### config.mk
export PLATFORM = sky130hd
export DESIGN_NAME = shared_timer_prescaler
export DESIGN_NICKNAME = d
export VERILOG_FILES = /design/src/timer_prescale_pkg.sv /design/src/count_pin_edge.sv /design/src/prescale_divider.sv /design/src/shared_timer_prescaler.sv
export SDC_FILE = /design/constraint.sdc
export NUM_CORES = 1
export LEC_CHECK = 0
export ABC_AREA = 1
export BUFFER_PORTS_ARGS = -buffer_cell sky130_fd_sc_hd__buf_2
export CAP_MARGIN = 20
export CORE_MARGIN = 5
export CORE_UTILIZATION = 25
export CTS_CLUSTER_DIAMETER = 120
export CTS_CLUSTER_SIZE = 20
export DETAILED_ROUTE_END_ITERATION = 8
export HOLD_SLACK_MARGIN = 0.15
export PLACE_DENSITY = 0.54
export REMOVE_ABC_BUFFERS = 1
export SKIP_LAST_GASP = 1
export SLEW_MARGIN = 0
export SYNTH_ARGS = -nofsm -noshare
export SYNTH_HDL_FRONTEND = slang
export SYNTH_SLANG_ARGS = --single-unit
### constraint.sdc
create_clock -name CLK -period 1.5 [get_ports CLK]
set_input_delay 0.15 -clock CLK [delete_from_list [all_inputs] [get_ports CLK]]
set_output_delay 0.15 -clock CLK [all_outputs]
set_load 0.01 [all_outputs]
### src/timer_prescale_pkg.sv
/*
  constants shared by the timer prescaler front end: register offsets, bit
  positions, reset values, clock source codes and divider tap layout.
  assumes a single 250 MHz clock and a 32-bit classic wishbone register bus.
*/
//
// Behaviour
// [RQ1] code 1 counts every system clock cycle
// [RQ2] taps at clock divided by 8/64/256/1024
// [RQ3] one free-running divider serves both timers
// [RQ4] first tap count within 1 to N+1 cycles
// [RQ5] each timer keeps its own tap selection
// [RQ6] reset bit clears divider, self-clears unless holding
// [RQ7] count pin sampled once per clock cycle
// [RQ8] one pulse per rising(7) or falling(6) edge
// [RQ9] counter updates 2.5 to 3.5 cycles after edge
// [RQ10] software switches pin source only when pin steady
// [RQ11] external clock below half system clock rate
// [RQ12] external pin edges are never divided
// [RQ13] hold mode keeps reset bit asserted
// [RQ14] clearing hold mode releases reset, timers restart together
// [RQ15] control bits 6 to 1 read zero
// [RQ16] code 0 gives no count clock
// [RQ17] pin counts even when configured as output
// [RQ18] 10-bit counter, taps are one-cycle enables
package timer_prescale_pkg;

  // ------------------------------------------------------------
  // bus layout
  // ------------------------------------------------------------
  localparam int          ADR_W       = 8;       // byte address width
  localparam logic [7:0]  OFS_CTRL    = 8'h00;   // timer_sync_control
  localparam logic [7:0]  OFS_SEL0    = 8'h04;   // timer 0 clock_source_select
  localparam logic [7:0]  OFS_SEL1    = 8'h08;   // timer 1 clock_source_select
  localparam logic [7:0]  OFS_STAT    = 8'h0c;   // divider count and pin levels

  // ------------------------------------------------------------
  // timer_sync_control fields
  // ------------------------------------------------------------
  localparam int          HOLD_BIT    = 7;       // sync_hold_mode
  localparam int          PSR_BIT     = 0;       // divider_reset_bit
  localparam logic        HOLD_RST    = 1'b0;    // hold mode after reset
  localparam logic        PSR_RST     = 1'b0;    // reset bit after reset

  // ------------------------------------------------------------
  // status fields
  // ------------------------------------------------------------
  localparam int          STAT_PIN_LSB = 16;     // synced pin levels

  // ------------------------------------------------------------
  // clock_source_select codes
  // ------------------------------------------------------------
  localparam int          CS_W        = 3;
  localparam logic [2:0]  CS_RST      = 3'h0;    // stopped after reset
  localparam logic [2:0]  CS_OFF      = 3'h0;
  localparam logic [2:0]  CS_DIRECT   = 3'h1;
  localparam logic [2:0]  CS_DIV8     = 3'h2;
  localparam logic [2:0]  CS_DIV64    = 3'h3;
  localparam logic [2:0]  CS_DIV256   = 3'h4;
  localparam logic [2:0]  CS_DIV1024  = 3'h5;
  localparam logic [2:0]  CS_FALL     = 3'h6;
  localparam logic [2:0]  CS_RISE     = 3'h7;

  // ------------------------------------------------------------
  // divider
  // ------------------------------------------------------------
  localparam int          DIV_W       = 10;      // free-running count width
  localparam int          N_TAPS      = 4;
  localparam int          TAP_BITS [N_TAPS] = '{3, 6, 8, 10};  // log2 of divisor
  localparam int          N_TIMERS    = 2;

endpackage
### src/count_pin_edge.sv
/*
  external count pin sampler and edge detector.
  assumes the pin is synchronous to clk; the first stage stands in for the
  transparent-high latch ahead of the sampling register.
*/
`timescale 1ns/100ps
module count_pin_edge (
  input  wire logic clk,
  input  wire logic rst_n,
  input  wire logic pin,
  output logic      level,
  output logic      rise,
  output logic      fall
);

  logic stage_a_r;   // front stage, read only by stage_b_r
  logic stage_b_r;   // sampled level
  logic stage_c_r;   // previous sampled level

  // ------------------------------------------------------------
  // sampling
  // ------------------------------------------------------------
  // one sample per clock, taken whatever the pin direction
  always_ff @(posedge clk or negedge rst_n) begin
    if (!rst_n) begin
      stage_a_r <= 1'b0;
      stage_b_r <= 1'b0;
      stage_c_r <= 1'b0;
    end else begin
      stage_a_r <= pin; // RQ7 RQ17
      stage_b_r <= stage_a_r; // RQ9
      stage_c_r <= stage_b_r;
    end
  end

  // edge strobes, one cycle each
  assign rise  = stage_b_r && !stage_c_r; // RQ8
  assign fall  = !stage_b_r && stage_c_r; // RQ8
  assign level = stage_b_r;
endmodule

### src/prescale_divider.sv
/*
  free-running shared prescaler counter with one-cycle tap enables.
  assumes clr is a synchronous level from the control register.
*/
`timescale 1ns/100ps
module prescale_divider #(
  parameter int W = timer_prescale_pkg::DIV_W
) (
  input  wire logic                                clk,
  input  wire logic                                rst_n,
  input  wire logic                                clr,
  output logic [W-1:0]                             cnt,
  output logic [timer_prescale_pkg::N_TAPS-1:0]    tap
);

  // ------------------------------------------------------------
  // counter
  // ------------------------------------------------------------
  // counts every cycle whatever the timers select; held at zero by clr
  always_ff @(posedge clk or negedge rst_n) begin
    if (!rst_n) begin
      cnt <= '0;
    end else if (clr) begin
      cnt <= '0; // RQ6
    end else begin
      cnt <= cnt + 1'b1; // RQ3 RQ4
    end
  end

  // ------------------------------------------------------------
  // taps
  // ------------------------------------------------------------
  // a tap fires on the last count of its low field, once per divisor
  for (genvar i = 0; i < timer_prescale_pkg::N_TAPS; i++) begin : g_tap
    localparam logic [W-1:0] MASK = W'((1 << timer_prescale_pkg::TAP_BITS[i]) - 1);
    assign tap[i] = !clr && ((cnt & MASK) == MASK); // RQ2 RQ18
  end
endmodule

### src/shared_timer_prescaler.sv
/*
  shared timer prescaler and clock source front end for two timers, with a
  classic wishbone slave holding the control and clock select registers.
  assumes one 250 MHz clock, count pins synchronous to it, and timers that
  advance on any clock where their count enable output is high.
*/
// Local design decisions: the Wishbone slave port and the register offsets.
`timescale 1ns/100ps
module shared_timer_prescaler #(
  parameter int DIV_W = timer_prescale_pkg::DIV_W  // divider width
) (
  input  wire logic        CLK,
  input  wire logic        RESET_N,
  // wishbone slave
  input  wire logic        CYC_I,
  input  wire logic        STB_I,
  input  wire logic        WE_I,
  input  wire logic [7:0]  ADR_I,
  input  wire logic [3:0]  SEL_I,
  input  wire logic [31:0] DAT_I,
  output logic      [31:0] DAT_O,
  output logic             ACK_O,
  // external count pins
  input  wire logic        EXT_COUNT_PIN0,
  input  wire logic        EXT_COUNT_PIN1,
  // count enables to the timers
  output logic             T0_COUNT_EN,
  output logic             T1_COUNT_EN
);

  // ------------------------------------------------------------
  // declarations
  // ------------------------------------------------------------
  logic                                   ack_r;      // bus answer
  logic [31:0]                            rdat_r;     // read data
  logic [31:0]                            rdat_nxt;   // read data mux
  logic                                   acc;        // new request
  logic                                   wb_wr;      // write commit
  logic                                   hold_r;     // sync_hold_mode
  logic                                   psr_r;      // divider_reset_bit
  logic [timer_prescale_pkg::CS_W-1:0]    sel_r [2];  // clock_source_select
  logic [DIV_W-1:0]                       div_cnt;    // divider state
  logic [timer_prescale_pkg::N_TAPS-1:0]  tap;        // divider enables
  logic [1:0]                             pin;        // count pins
  logic [1:0]                             pin_lvl;    // sampled levels
  logic [1:0]                             pin_rise;   // rising strobes
  logic [1:0]                             pin_fall;   // falling strobes
  logic [1:0]                             cnt_en;     // count enables

  // ------------------------------------------------------------
  // source decode
  // ------------------------------------------------------------
  // picks one timer's count enable from its select code
  function automatic logic pick_count(
    input logic [2:0] cs,
    input logic [3:0] taps,
    input logic       rise,
    input logic       fall
  );
    logic en;
    en = 1'b0;
    case (cs)
      timer_prescale_pkg::CS_OFF: begin
        en = 1'b0;      // stopped
      end
      timer_prescale_pkg::CS_DIRECT: begin
        en = 1'b1;      // every cycle
      end
      timer_prescale_pkg::CS_DIV8: begin
        en = taps[0];
      end
      timer_prescale_pkg::CS_DIV64: begin
        en = taps[1];
      end
      timer_prescale_pkg::CS_DIV256: begin
        en = taps[2];
      end
      timer_prescale_pkg::CS_DIV1024: begin
        en = taps[3];
      end
      timer_prescale_pkg::CS_FALL: begin
        en = fall;      // undivided pin edge
      end
      timer_prescale_pkg::CS_RISE: begin
        en = rise;      // undivided pin edge
      end
      default: begin
        en = 1'b0;
      end
    endcase
    return en;
  endfunction

  // tests a byte address against a register offset
  function automatic logic hit(
    input logic [7:0] adr,
    input logic [7:0] ofs
  );
    return adr == ofs;
  endfunction

  // ------------------------------------------------------------
  // wishbone handshake
  // ------------------------------------------------------------
  // request is taken on the first cycle, answered the next
  assign acc   = CYC_I && STB_I && !ack_r;
  // writes land on the edge where the master sees ack
  assign wb_wr = CYC_I && STB_I && WE_I && ack_r;
  assign ACK_O = ack_r;
  assign DAT_O = rdat_r;

  // ack for one cycle, then drops
  always_ff @(posedge CLK or negedge RESET_N) begin
    if (!RESET_N) begin
      ack_r <= 1'b0;
    end else begin
      ack_r <= acc;
    end
  end

  // read mux; unmapped addresses read zero
  always_comb begin
    rdat_nxt = '0;
    if (hit(ADR_I, timer_prescale_pkg::OFS_CTRL)) begin
      // bits 6..1 stay zero
      rdat_nxt[timer_prescale_pkg::HOLD_BIT] = hold_r; // RQ15
      rdat_nxt[timer_prescale_pkg::PSR_BIT]  = psr_r;
    end else if (hit(ADR_I, timer_prescale_pkg::OFS_SEL0)) begin
      rdat_nxt[2:0] = sel_r[0];
    end else if (hit(ADR_I, timer_prescale_pkg::OFS_SEL1)) begin
      rdat_nxt[2:0] = sel_r[1];
    end else if (hit(ADR_I, timer_prescale_pkg::OFS_STAT)) begin
      rdat_nxt[DIV_W-1:0] = div_cnt;
      rdat_nxt[timer_prescale_pkg::STAT_PIN_LSB +: 2] = pin_lvl;
    end else begin
      rdat_nxt = '0;     // unmapped
    end
  end

  // read data captured with the request
  always_ff @(posedge CLK or negedge RESET_N) begin
    if (!RESET_N) begin
      rdat_r <= '0;
    end else if (acc && !WE_I) begin
      rdat_r <= rdat_nxt;
    end
  end

  // ------------------------------------------------------------
  // control register
  // ------------------------------------------------------------
  // hold mode is a plain stored bit
  always_ff @(posedge CLK or negedge RESET_N) begin
    if (!RESET_N) begin
      hold_r <= timer_prescale_pkg::HOLD_RST;
    end else if (wb_wr && SEL_I[0] && hit(ADR_I, timer_prescale_pkg::OFS_CTRL)) begin
      hold_r <= DAT_I[timer_prescale_pkg::HOLD_BIT]; // RQ13
    end
  end

  // reset bit: kept while holding, else gone the next cycle
  always_ff @(posedge CLK or negedge RESET_N) begin
    if (!RESET_N) begin
      psr_r <= timer_prescale_pkg::PSR_RST;
    end else if (wb_wr && SEL_I[0] && hit(ADR_I, timer_prescale_pkg::OFS_CTRL)) begin
      psr_r <= DAT_I[timer_prescale_pkg::PSR_BIT]; // RQ6
    end else if (!hold_r) begin
      psr_r <= 1'b0; // RQ6 RQ14
    end
  end

  // ------------------------------------------------------------
  // clock select registers
  // ------------------------------------------------------------
  // one select per timer, each written on its own offset
  always_ff @(posedge CLK or negedge RESET_N) begin
    if (!RESET_N) begin
      sel_r[0] <= timer_prescale_pkg::CS_RST;
      sel_r[1] <= timer_prescale_pkg::CS_RST;
    end else if (wb_wr && SEL_I[0]) begin
      if (hit(ADR_I, timer_prescale_pkg::OFS_SEL0)) begin
        sel_r[0] <= DAT_I[2:0]; // RQ5
      end
      if (hit(ADR_I, timer_prescale_pkg::OFS_SEL1)) begin
        sel_r[1] <= DAT_I[2:0]; // RQ5
      end
    end
  end

  // ------------------------------------------------------------
  // shared divider
  // ------------------------------------------------------------
  // a single instance feeds both timers
  prescale_divider #(
    .W     (DIV_W)
  ) u_div (
    .clk   (CLK),
    .rst_n (RESET_N),
    .clr   (psr_r),
    .cnt   (div_cnt),
    .tap   (tap)
  ); // RQ3

  // ------------------------------------------------------------
  // per-timer source
  // ------------------------------------------------------------
  assign pin = {EXT_COUNT_PIN1, EXT_COUNT_PIN0};

  // pin edge logic and select mux for each timer
  for (genvar t = 0; t < timer_prescale_pkg::N_TIMERS; t++) begin : g_timer
    count_pin_edge u_edge (
      .clk   (CLK),
      .rst_n (RESET_N),
      .pin   (pin[t]),
      .level (pin_lvl[t]),
      .rise  (pin_rise[t]),
      .fall  (pin_fall[t])
    ); // RQ7 RQ17
    // taps, direct clock or undivided pin edge
    assign cnt_en[t] = pick_count(sel_r[t], tap, pin_rise[t], pin_fall[t]); // RQ1 RQ12 RQ16
  end

  assign T0_COUNT_EN = cnt_en[0];
  assign T1_COUNT_EN = cnt_en[1];
endmodule

* Word level (Yosys, flattened, before mapping)
Cells that the tools add are included.
** Word-level totals
- Input port bits :: 51
- Output and inout port bits :: 35
- Logic and storage cells :: 78
- Register bits after elaboration :: 57
** Cells by class
- Muxes and demuxes :: 15
- Reductions and logical operators :: 27
- Add/subtract/negate cells :: 1
- Equal/unequal tests :: 22
** Operator list (number)
- $mux W15 :: 2
- $eq A3 B3 Y1 const B :: 9
- $mux W24 :: 1
- $mux W10 :: 2
- $eq A8 B4 Y1 const B :: 2
- $pmux W1 S8 :: 2
- $logic_and A1 B1 Y1 :: 15
- $eq A3 B2 Y1 const B :: 4
- $add A10 B1 Y10 const B :: 1
- $eq A10 B10 Y1 const B :: 1
- $eq A8 B3 Y1 const B :: 1
- $eq A8 B8 Y1 const B :: 1
- $logic_not A8 Y1 :: 1
- $logic_not A1 Y1 :: 7
- $eq A3 B1 Y1 const B :: 2
- $eq A6 B6 Y1 const B :: 1
- $logic_not A3 Y1 :: 2
- $mux W3 :: 2
- $mux W6 :: 1
- $mux W1 :: 4
- $reduce_and A2 Y1 :: 2
- $mux W2 :: 1
- $ne A2 B1 Y1 const B :: 1

* Logic depth before layout (Yosys ltp)
Gate-level depths: netlist of the first run.
- Depth after elaboration :: 6
- Gate-level depth with buffers :: 8

* Modules after synthesis
From an unflattened synthesis of the first run, not the netlist that was laid out.
** Second synthesis, totals
- Cells, all modules :: 246
- Area, all modules :: 2026.9 um^2
** By module, submodules not included
- shared_timer_prescaler :: area each 1330.0 um^2, cells an instance 170, times used 1, seq. area each 525.5 um^2
- prescale_divider :: area each 516.7 um^2, cells an instance 62, times used 1, seq. area each 250.2 um^2
- count_pin_edge :: area each 90.1 um^2, cells an instance 7, times used 2, seq. area each 75.1 um^2

* Least setup slack after synthesis of the first run
OpenSTA, ideal clock, no wires.
- Path kind :: register to output
- Start :: register u_div.cnt[0]
- End :: output port T1_COUNT_EN
- Arrival :: 1.199 ns
- Buffers on the path :: 0
- Cell stages (with the launch flop) :: 9
- Setup slack :: 0.151 ns
- Path through :: dfrtp_1 ha_1 ha_1 inv_1 nor2_1 nand4_1 nand2_1 nor2_1 nand3_1
** Between the ends
- Longest elaborated chain between the ends :: 3
- Elaborated cells on any way between the ends :: 9
- Classes of those cells :: eq/ne: 4; mux: 1; reduce/logical: 4
** RTL lines
- start, declared :: RTL line prescale_divider.sv:12 : output logic [W-1:0] cnt,
- start signal, assigned :: RTL line prescale_divider.sv:26 : cnt <= cnt + 1'b1;
- $eq A10 B10 Y1, or another cell as far along :: RTL line prescale_divider.sv:36 : assign tap[i] = !clr && ((cnt & MASK) == MASK);
- $logic_and A1 B1 Y1 :: RTL line prescale_divider.sv:36
- $pmux W1 S8 * :: RTL line shared_timer_prescaler.sv:62 : case (cs)
- end, declared :: RTL line shared_timer_prescaler.sv:28 : output logic T1_COUNT_EN
Mark *: on every way between the ends. The rest lies on a longest branch, timed or not.

* Final worst setup path of the first run
- Start :: register u_div.cnt[2]
- End :: output port T0_COUNT_EN
** Between the ends
- Longest elaborated chain between the ends :: 3
- Elaborated cells on any way between the ends :: 9
- Classes of those cells :: eq/ne: 4; mux: 1; reduce/logical: 4
** RTL lines
- $eq A10 B10 Y1, or another cell as far along :: RTL line prescale_divider.sv:36
- $logic_and A1 B1 Y1 :: RTL line prescale_divider.sv:36
- $pmux W1 S8 * :: RTL line shared_timer_prescaler.sv:62
- end, declared :: RTL line shared_timer_prescaler.sv:27 : output logic T0_COUNT_EN,
Marks and branches as above.

==> results of run 1 <==
[cells by family after synthesis]
kind of cell	synth area share [%]
and+or+nand+nor	36.2
buffers and inverters	12.7
DFF	45.2
AOI/OAI and AO/OA	4.10
adders and majority gates	1.22
xor gates and xnor gates	0.428
other	0.183
[critical path, cell delays in order (launching register included)]
cell and delay, ns:
dfrtp_1 0.54, ha_4 0.19, inv_2 0.03, nor2_2 0.12
nand4_1 0.09, nand2_1 0.07, nor2_1 0.04, nand3_1 0.10
buf_2 0.14
[registers in the layout, summed over array words and instances (netlist names)]
register / flops
ACK_O: 1
DAT_O: 12
g_timer.u_edge.level: 2
g_timer.u_edge.stage_c_r: 2
g_timer.u_edge.stage_a_r: 2
u_div.cnt: 10
sel_r: 6
psr_r: 1
hold_r: 1
[layout make-up]
| type | instances | share of cell area [%] |
|---|---|---|
| Clock buffer | 6 | 3.17 |
| Clock inverter | 2 | 0.528 |
| Inverter | 26 | 3.93 |
| Multi-Input combinational cell | 192 | 37.6 |
| Sequential cell | 37 | 35.5 |
| Tap cell | 105 | 5.04 |
| Timing Repair Buffer | 58 | 14.2 |
[worst paths after layout]
kind	end	slack (ns)
setup / recovery	T0_COUNT_EN	-0.26
max in group asynchronous	sel_r[1]	0.73
setup reg to reg	u_div.cnt[9]	0.18
hold reg to reg	g_timer[1].u_edge.level	0.35
min in group asynchronous	DAT_O[2]	0.42
hold / removal	sel_r[0]	0.15
[cell usage in the layout (no fill, tap or decap), types with 2 or more instances in the layout]
master | synthesis | layout
nand2_4 | 2 | 3
nand3_2 | 2 | 2
dfrtp_1 | 37 | 37
buf_4 | 20 | 16
nand2_2 | 3 | 3
clkbuf_8 | 0 | 6
buf_2 | 2 | 34
inv_2 | 2 | 3
ha_4 | 0 | 2
conb_1 | 1 | 20
clkinv_2 | 1 | 2
nand4_1 | 3 | 3
a21oi_1 | 10 | 10
nor2_4 | 2 | 4
dlygate4sd3_1 | 0 | 8
nor2_1 | 32 | 30
nand2_1 | 56 | 55
nand3_1 | 38 | 38
nor3_1 | 2 | 2
inv_1 | 22 | 21
o21ai_0 | 2 | 2
nor2_2 | 5 | 5
o21ai_1 | 2 | 2
nor4_1 | 4 | 4
[power groups by stage]
stage               logic (uW)  clock network (uW)  registers [uW]
floorplan                  152                   0            1150
global placement           320                   0            1140
detailed placement         328                   0            1140
CTS                        352                 783            1120
global route               421                 820            1140
finish                     363                 749            1130
[metal layers]
| metal | wire length (um) | track usage (%) | up-vias |
|---|---|---|---|
| met5 | 0 | 0 | - |
| met4 | 61 | 2.80 | 0 |
| met3 | 342 | 2.63 | 7 |
| met2 | 2430 | 17.6 | 47 |
| met1 | 1960 | 12.5 | 823 |
| li1 | - | - | 918 |
[repair_timing]
item,in CTS,in global routing
setup buffers,1,1
setup endpoints to repair,2,3
endpoints found under the hold margin,45,0
pin swaps,2,4
hold buffers,8,0
resized for setup,4,8
[metrics by stage]
| step | setup WS, ns | setup TNS [ns] | hold slack (ns) | instance area [um^2] |
|---|---|---|---|---|
| 2_1_floorplan | 0.151 | 0 | -0.146 | 1960 |
| 3_3_place_gp | 0.0165 | 0 | 0.228 | 2360 |
| 3_5_place_dp | 0.0181 | 0 | 0.231 | 2360 |
| 4_1_cts | -0.270 | -0.525 | 0.151 | 2560 |
| 5_1_grt | -0.356 | -0.681 | 0.174 | 2610 |
| 6_report | -0.257 | -0.486 | 0.151 | 2610 |
==> results_dict.tcl, run 1 <==
set metrics [dict create \
    status "finished with violations" \
    violations "negative setup slack" \
    grt_antenna_before_repair 0 \
    setup_ws_ns -0.257 \
    netSwitchingPower_uw 657 \
    ff_latch_area_um2 926 \
    clk_pin_slew_worst_paths_ns 0.08 \
    yosysTopAreaCell "dfrtp_1" \
    grt_start_max_net_pins 38 \
    utilization_pct 32.2 \
    netlist_top_cells_count "nand2_1 (56), nand3_1 (38), dfrtp_1 (37)" \
    drt_iter0_drc 115 \
    dp_hpwl_mm 3.68 \
    peakVddDrop_mv 0.350 \
    r2r_start "u_div.cnt[1]" \
    cts_tree "yes" \
    synth.avg_cell_area_um2 7.93 \
    ys_warn_count 0 \
    crit_arrival_ns 1.61 \
    cp.required_ns 1.35 \
    final_cells 426 \
    holdPathStages 3 \
    hold_class "primary input to flop" \
    maxCapViolCount 0 \
    multi_input_area_um2 981 \
    dp_cells 408 \
    h-tree-depth 2 \
    die_x_um 100 \
    grt_pass1_vias 1766 \
    p_clk_share_pct 33.5 \
    path_max_fanout 6 \
    min_period_ns 1.76 \
    ios 86 \
    numCtsBuffers 5 \
    power_leakage_uw 0.00135 \
    layout.nets 373 \
    totalPowerFinal_uw 2240 \
    slew_viol_final 0 \
    synth_flop_cell "dfrtp_1" \
    min-delay-start "DAT_I[0]" \
    rsz0062_at_grt "yes" \
    clock_sinks 37 \
    vias 1795 \
    combPwrFrac_pct 16.2 \
    die_height_um 100 \
    viasPerCell 4.21 \
    syn_area_um2 2050 \
    synth-seq-cells 37 \
    intPower_uw 1580 \
    ys_seq_area_share_pct 45.2 \
    start_kind "flop" \
    synth_top_area_share_pct 45.2 \
    path_class "flop to output pin" \
    drive_above_1_share_pct 26.5 \
    seqPwrFrac_pct 50.3 \
    synth-async-reset-ratio_pct 100 \
    post-synth-top-count-cell "nand2_1" \
    fillers 879 \
    syn-instance-count 258 \
    grt_util_all_layers_pct 10.2 \
    gr-total-overflow 0 \
    rows 33 \
    fmax_mhz 569 \
    fin_skew_ns 0.00723 \
    wl_per_cell_um 11.3 \
    synth_edf_count 0 \
    clock-root-buffer "clkbuf_8" \
    pwr_density_cell_nw_per_um2 858 \
    core_um2 8090 \
    grt_pass1_wl_mm 8.21 \
    synth_area_leaders "dfrtp_1 (45%), nand2_1 (10%), nand3_1 (9.3%)" \
    remaining_drc_errors 0 \
    diodes 0 \
    clock_latency_ns 0.30 \
    port_buffers 34 \
    areaGrowthSynthToFinish_pct 27.4 \
    drtAntennaViolNets 0 \
    crit_start "u_div.cnt[2]" \
    period_share_pct 117 \
    ff2ff_path_depth 6 \
    ys_types 30 \
    die-area_um2 10100 \
    gp_congestion 0.813 \
    setup_viol 2 \
    hold_viol 0 \
    start_util_pct 25.3 \
    drt-total-wl_mm 4.80 \
    setup.worst_path.end_class "output pin" \
    dr.pass1.iters 4 \
    clockBufferDepth 2 \
    switching_share_pct 29.4 \
]
(Power assumes the default switching activity.)
==> run 2: changes to the inputs <==
--- a/config.mk
+++ b/config.mk
@@ -8,13 +8,15 @@
 export ABC_AREA = 1
 export BUFFER_PORTS_ARGS = -buffer_cell sky130_fd_sc_hd__buf_2
 export CAP_MARGIN = 20
+export CELL_PAD_IN_SITES_DETAIL_PLACEMENT = 0
+export CELL_PAD_IN_SITES_GLOBAL_PLACEMENT = 1
 export CORE_MARGIN = 5
 export CORE_UTILIZATION = 25
 export CTS_CLUSTER_DIAMETER = 120
 export CTS_CLUSTER_SIZE = 20
 export DETAILED_ROUTE_END_ITERATION = 8
 export HOLD_SLACK_MARGIN = 0.15
-export PLACE_DENSITY = 0.54
+export PLACE_DENSITY = 0.69
 export REMOVE_ABC_BUFFERS = 1
 export SKIP_LAST_GASP = 1
 export SLEW_MARGIN = 0
==> results_dict.tcl, run 2 (synthesis gave the netlist of run 1 again) <==
set metrics [dict create \
    totalPowerFinal_uw 2370 \
    setup.worst_path.end_class "output pin" \
    layout_commonest_cell "nand2_1" \
    dr.pass1.iters 4 \
    holdPathStages 3 \
    drt_iter0_drc 82 \
    setup_ws_ns -0.253 \
    diodes 0 \
    crit_buf_inv 2 \
    period_share_pct 117 \
    min_period_ns 1.75 \
    vias 1791 \
    rsz0062_at_grt "yes" \
    ios 86 \
    hold_viol 0 \
    final_cells 427 \
    cpPeakStageDelay_ns 0.41 \
    clock-root-buffer "clkbuf_8" \
    numCtsBuffers 5 \
    layout.nets 374 \
    drt-total-wl_mm 4.93 \
    crit_slowest_cell "dfrtp_1" \
    grt_start_max_net_pins 38 \
    rows 33 \
    die_x_um 100 \
    largest_register_ffs 12 \
    drive_above_1_share_pct 27.6 \
    grt_antenna_before_repair 0 \
    violations "negative setup slack" \
    hold_class "primary input to flop" \
    dp_hpwl_mm 3.69 \
    path_max_fanout 3 \
    remaining_drc_errors 0 \
    grt_util_all_layers_pct 10.4 \
    layout_common_cells "nand2_1 (54), nand3_1 (38), dfrtp_1 (37), buf_2 (34), nor2_1 (30)" \
    r2r_slack_ns 0.10 \
    port_buffers 34 \
    h-tree-depth 2 \
    clock_sinks 37 \
    power_leakage_uw 0.00137 \
    clk_pin_slew_worst_paths_ns 0.08 \
    clockBufferDepth 2 \
    cp_top_family "flip-flops" \
    ff2ff_path_depth 8 \
    r2r_end "u_div.cnt[8]" \
    cts_tree "yes" \
    crit_arrival_ns 1.60 \
    status "finished with violations" \
    cp.depth 9 \
    wl_per_cell_um 11.6 \
    start_kind "flop" \
    grt_pass1_vias 1753 \
    critical_path.endpoint "T1_COUNT_EN" \
    slew_viol_final 0 \
    viasPerCell 4.19 \
    grt_pass1_wl_mm 8.34 \
    r2r_start "u_div.cnt[1]" \
    post-place-ws_ns -0.0217 \
    areaGrowthSynthToFinish_pct 29.5 \
    fmax_mhz 571 \
    gp_congestion 0.822 \
    cp.required_ns 1.35 \
    die_height_um 100 \
    path_class "flop to output pin" \
    peakVddDrop_mv 0.333 \
    core_um2 8090 \
    crit_start "u_div.cnt[1]" \
    clock_latency_ns 0.30 \
    setup_viol 2 \
    die-area_um2 10100 \
    drtAntennaViolNets 0 \
    gr-total-overflow 0 \
    dp_cells 408 \
    crit_top_cell "ha_4" \
    maxCapViolCount 0 \
    fin_skew_ns 0.0121 \
    pwr_density_cell_nw_per_um2 893 \
    start_util_pct 25.3 \
    worstPathCellList "ha_4 -> ha_4 -> inv_2 -> nor2_2 -> nand4_1 -> nand2_1 -> nor2_1 -> nand3_1 -> buf_2" \
]
## run 2: changes by cell type in the layout (fill, tap and decap cells not counted), sizes merged
cell	before	now
bufinv	0	1
clkbuf	6	5
clkinv	3	2
clkinvlp	1	3
## run 2: metal layers
metal / part of all wire (%) / vias to the layer above / GRT usage [%]
li1: - / 922 / -
met1: 47 / 826 / 14.1
met2: 48 / 38 / 16.6
met3: 3.8 / 5 / 1.94
met4: 1.6 / 0 / 3.42
met5: 0 / - / 0
## run 2: worst min-delay path by stage
stage	slack, ns	start	endpoint
final	0.17	DAT_I[0]	sel_r[0]
after detailed placement	0.14	RESET_N	DAT_O[17]
after global placement	0.13	RESET_N	DAT_O[17]
after floorplan	-0.15	RESET_N	ACK_O
after global routing	0.20	DAT_I[0]	sel_r[3]
after CTS	0.16	DAT_I[0]	sel_r[3]
## run 2: worst register-to-register path: stages (launching register included)
cell	delay, ns
dfrtp_1	0.41
ha_4	0.20
nand2_4	0.07
nor2_4	0.04
buf_4	0.13
buf_4	0.12
buf_4	0.14
a21oi_2	0.14
nor3b_2	0.05
## run 2: repair_timing
| item | in CTS | in global routing |
|---|---|---|
| pin swaps | 7 | 2 |
| setup endpoints to repair | 2 | 13 |
| gates resized for setup | 9 | 6 |
| cloned | 0 | 1 |
| hold endpoints to repair | 44 | 0 |
| setup buffers | 2 | 0 |
| hold buffers | 8 | 0 |
## run 2: area by class of cell
cell class / count / area, um^2
Tap cell: 105 / 131
Fill cell: 873 / 5440
Clock buffer: 5 / 68.8
Timing Repair Buffer: 58 / 383
Timing Repair inverter: 1 / 5.00
Inverter: 26 / 103
Sequential cell: 37 / 926
Clock inverter: 3 / 46.3
Multi-Input combinational cell: 192 / 987
## run 2: power by group
part / internal [uW] / switching (uW)
sequential: 1070 / 56.1
clock: 498 / 379
combinational: 147 / 221
## run 2: stage by stage
stage          setup TNS (ns)  instance area [um^2]  hold slack [ns]  utilization, %
2_1_floorplan               0                  1960           -0.146               -
3_3_place_gp         -0.00903                  2380            0.133            29.4
3_5_place_dp          -0.0217                  2380            0.137            29.4
4_1_cts                -0.524                  2630            0.164            32.4
5_1_grt                -0.793                  2650            0.204            32.7
6_report               -0.480                  2650            0.174            32.7
==> run 3: changes to the inputs <==
--- a/config.mk
+++ b/config.mk
@@ -16,7 +16,7 @@
 export CTS_CLUSTER_SIZE = 20
 export DETAILED_ROUTE_END_ITERATION = 8
 export HOLD_SLACK_MARGIN = 0.15
-export PLACE_DENSITY = 0.69
+export PLACE_DENSITY = 0.61
 export REMOVE_ABC_BUFFERS = 1
 export SKIP_LAST_GASP = 1
 export SLEW_MARGIN = 0
==> results_dict.tcl, run 3 (synthesis gave the netlist of run 1 again) <==
set metrics [dict create \
    status "finished with violations" \
    violations "negative setup slack" \
    pwr_density_cell_nw_per_um2 864 \
    grt_pass1_vias 1773 \
    clock_sinks 37 \
    layout.nets 369 \
    viasPerCell 4.25 \
    grt_util_all_layers_pct 10.5 \
    post-route-cell-area_um2 2580 \
    gp_congestion 0.768 \
    crit_arrival_ns 1.60 \
    maxCapViolCount 0 \
    period_share_pct 117 \
    drtAntennaViolNets 0 \
    vias 1793 \
    clock_latency_ns 0.29 \
    post_dp_cell_area_um2 2370 \
    grt_antenna_before_repair 0 \
    fillers 895 \
    path_class "flop to output pin" \
    dp_cells 407 \
    clockBufferDepth 2 \
    min_period_ns 1.75 \
    dp_hpwl_mm 3.93 \
    grt_pass1_wl_mm 8.38 \
    die-area_um2 10100 \
    start_util_pct 25.3 \
    path_max_fanout 3 \
    rows 33 \
    remaining_drc_errors 0 \
    grt_start_max_net_pins 20 \
    post_cts_buffers 0 \
    h-tree-depth 2 \
    final_cells 422 \
    clk_pin_slew_worst_paths_ns 0.08 \
    drt_iter0_drc 49 \
    ff_latch_area_um2 926 \
    gr-total-overflow 0 \
    layout_commonest_cell "nand2_1" \
    drive_above_1_share_pct 25.6 \
    dr.pass1.iters 5 \
    fin_skew_ns 0.00763 \
    core_um2 8090 \
    rsz0062_at_grt "yes" \
    areaGrowthSynthToFinish_pct 26.0 \
    wl_per_cell_um 11.7 \
    clock-root-buffer "clkbuf_8" \
    port_buffers 34 \
    setup.worst_path.end_class "output pin" \
    fmax_mhz 571 \
    largest_register_ffs 12 \
    cp.required_ns 1.35 \
    ios 86 \
    slew_viol_final 0 \
    drt-total-wl_mm 4.94 \
    power_leakage_uw 0.00133 \
    peakVddDrop_mv 0.330 \
    hold_class "primary input to flop" \
    die_height_um 100 \
    hold_viol 0 \
    setup_viol 2 \
    cts_tree "yes" \
    die_x_um 100 \
    start_kind "flop" \
    multi_input_area_um2 976 \
    numCtsBuffers 5 \
    diodes 0 \
    layout_common_cells "nand2_1 (55), nand3_1 (38), dfrtp_1 (37), buf_2 (34), nor2_1 (30)" \
    setup_ws_ns -0.252 \
]
[run 3: changes by cell type in the layout (fill, tap and decap cells not counted), sizes merged]
cell / before / now
buf: 50 / 47
bufinv: 1 / 0
clkbuf: 5 / 6
clkinv: 2 / 4
clkinvlp: 3 / 0
dlygate4sd3: 8 / 7
[run 3: layout make-up]
type	instances	area share, %
inverter	26	3.83
tap	105	5.09
timing repair buffer	54	13.6
sequential	37	35.9
clock inverter	2	0.534
clock buffer	6	3.20
multi-input combinational	192	37.8
[run 3: per-layer routing]
| metal | share of wire, % | vias to the layer above | wire, um | GRT usage, % |
|---|---|---|---|---|
| li1 | - | 907 | - | - |
| met5 | 0 | - | 0 | 0 |
| met3 | 5.2 | 7 | 259 | 2.98 |
| met2 | 52 | 41 | 2550 | 18.9 |
| met4 | 1.4 | 0 | 68 | 3.21 |
| met1 | 42 | 838 | 2060 | 12.1 |
[run 3: path summary, 6_finish.rpt]
check / cells after the start / from / slack (ns) / endpoint
worst min register to register: 0 / g_timer[0].u_edge.stage_a_r / 0.36 / g_timer[0].u_edge.level
worst max register to register: 5 / ACK_O / 0.20 / DAT_O[17]
min in group asynchronous: 2 / RESET_N / 0.37 / u_div.cnt[8]
max in group asynchronous: 3 / RESET_N / 0.66 / sel_r[5]
worst max-delay path: 9 / u_div.cnt[1] / -0.25 / T1_COUNT_EN
worst min-delay path: 3 / DAT_I[0] / 0.18 / sel_r[3]
[run 3: critical path: stages, from the launching register on]
cell and delay [ns]:
dfrtp_1 0.41, ha_4 0.19, ha_4 0.15, inv_2 0.04, nor2_2 0.04, nand4_1 0.09, nand2_1 0.05, nor2_1 0.10
nand3_1 0.09, buf_2 0.15
[run 3: stage by stage]
stage	total power, uW	utilization (%)	setup WS, ns	hold WS [ns]	setup TNS (ns)
4_1_cts	2260	31.7	-0.296	0.172	-0.544
5_1_grt	2370	31.9	-0.399	0.173	-0.749
3_5_place_dp	1480	29.3	-0.0263	0.153	-0.0263
6_report	2230	31.9	-0.252	0.177	-0.487
3_3_place_gp	1470	29.3	-0.0304	0.149	-0.0304
2_1_floorplan	1300	-	0.151	-0.146	0
[run 3: timing repair]
action,4_1_cts,5_1_grt
pin swaps,6,2
resized for setup,6,4
endpoints found under the hold margin,25,0
setup endpoints to repair,2,2
hold buffers,7,0
[run 3: where the power goes]
group / internal [uW] / switching (uW)
clock network: 373 / 370
logic: 142 / 222
registers: 1070 / 56.0
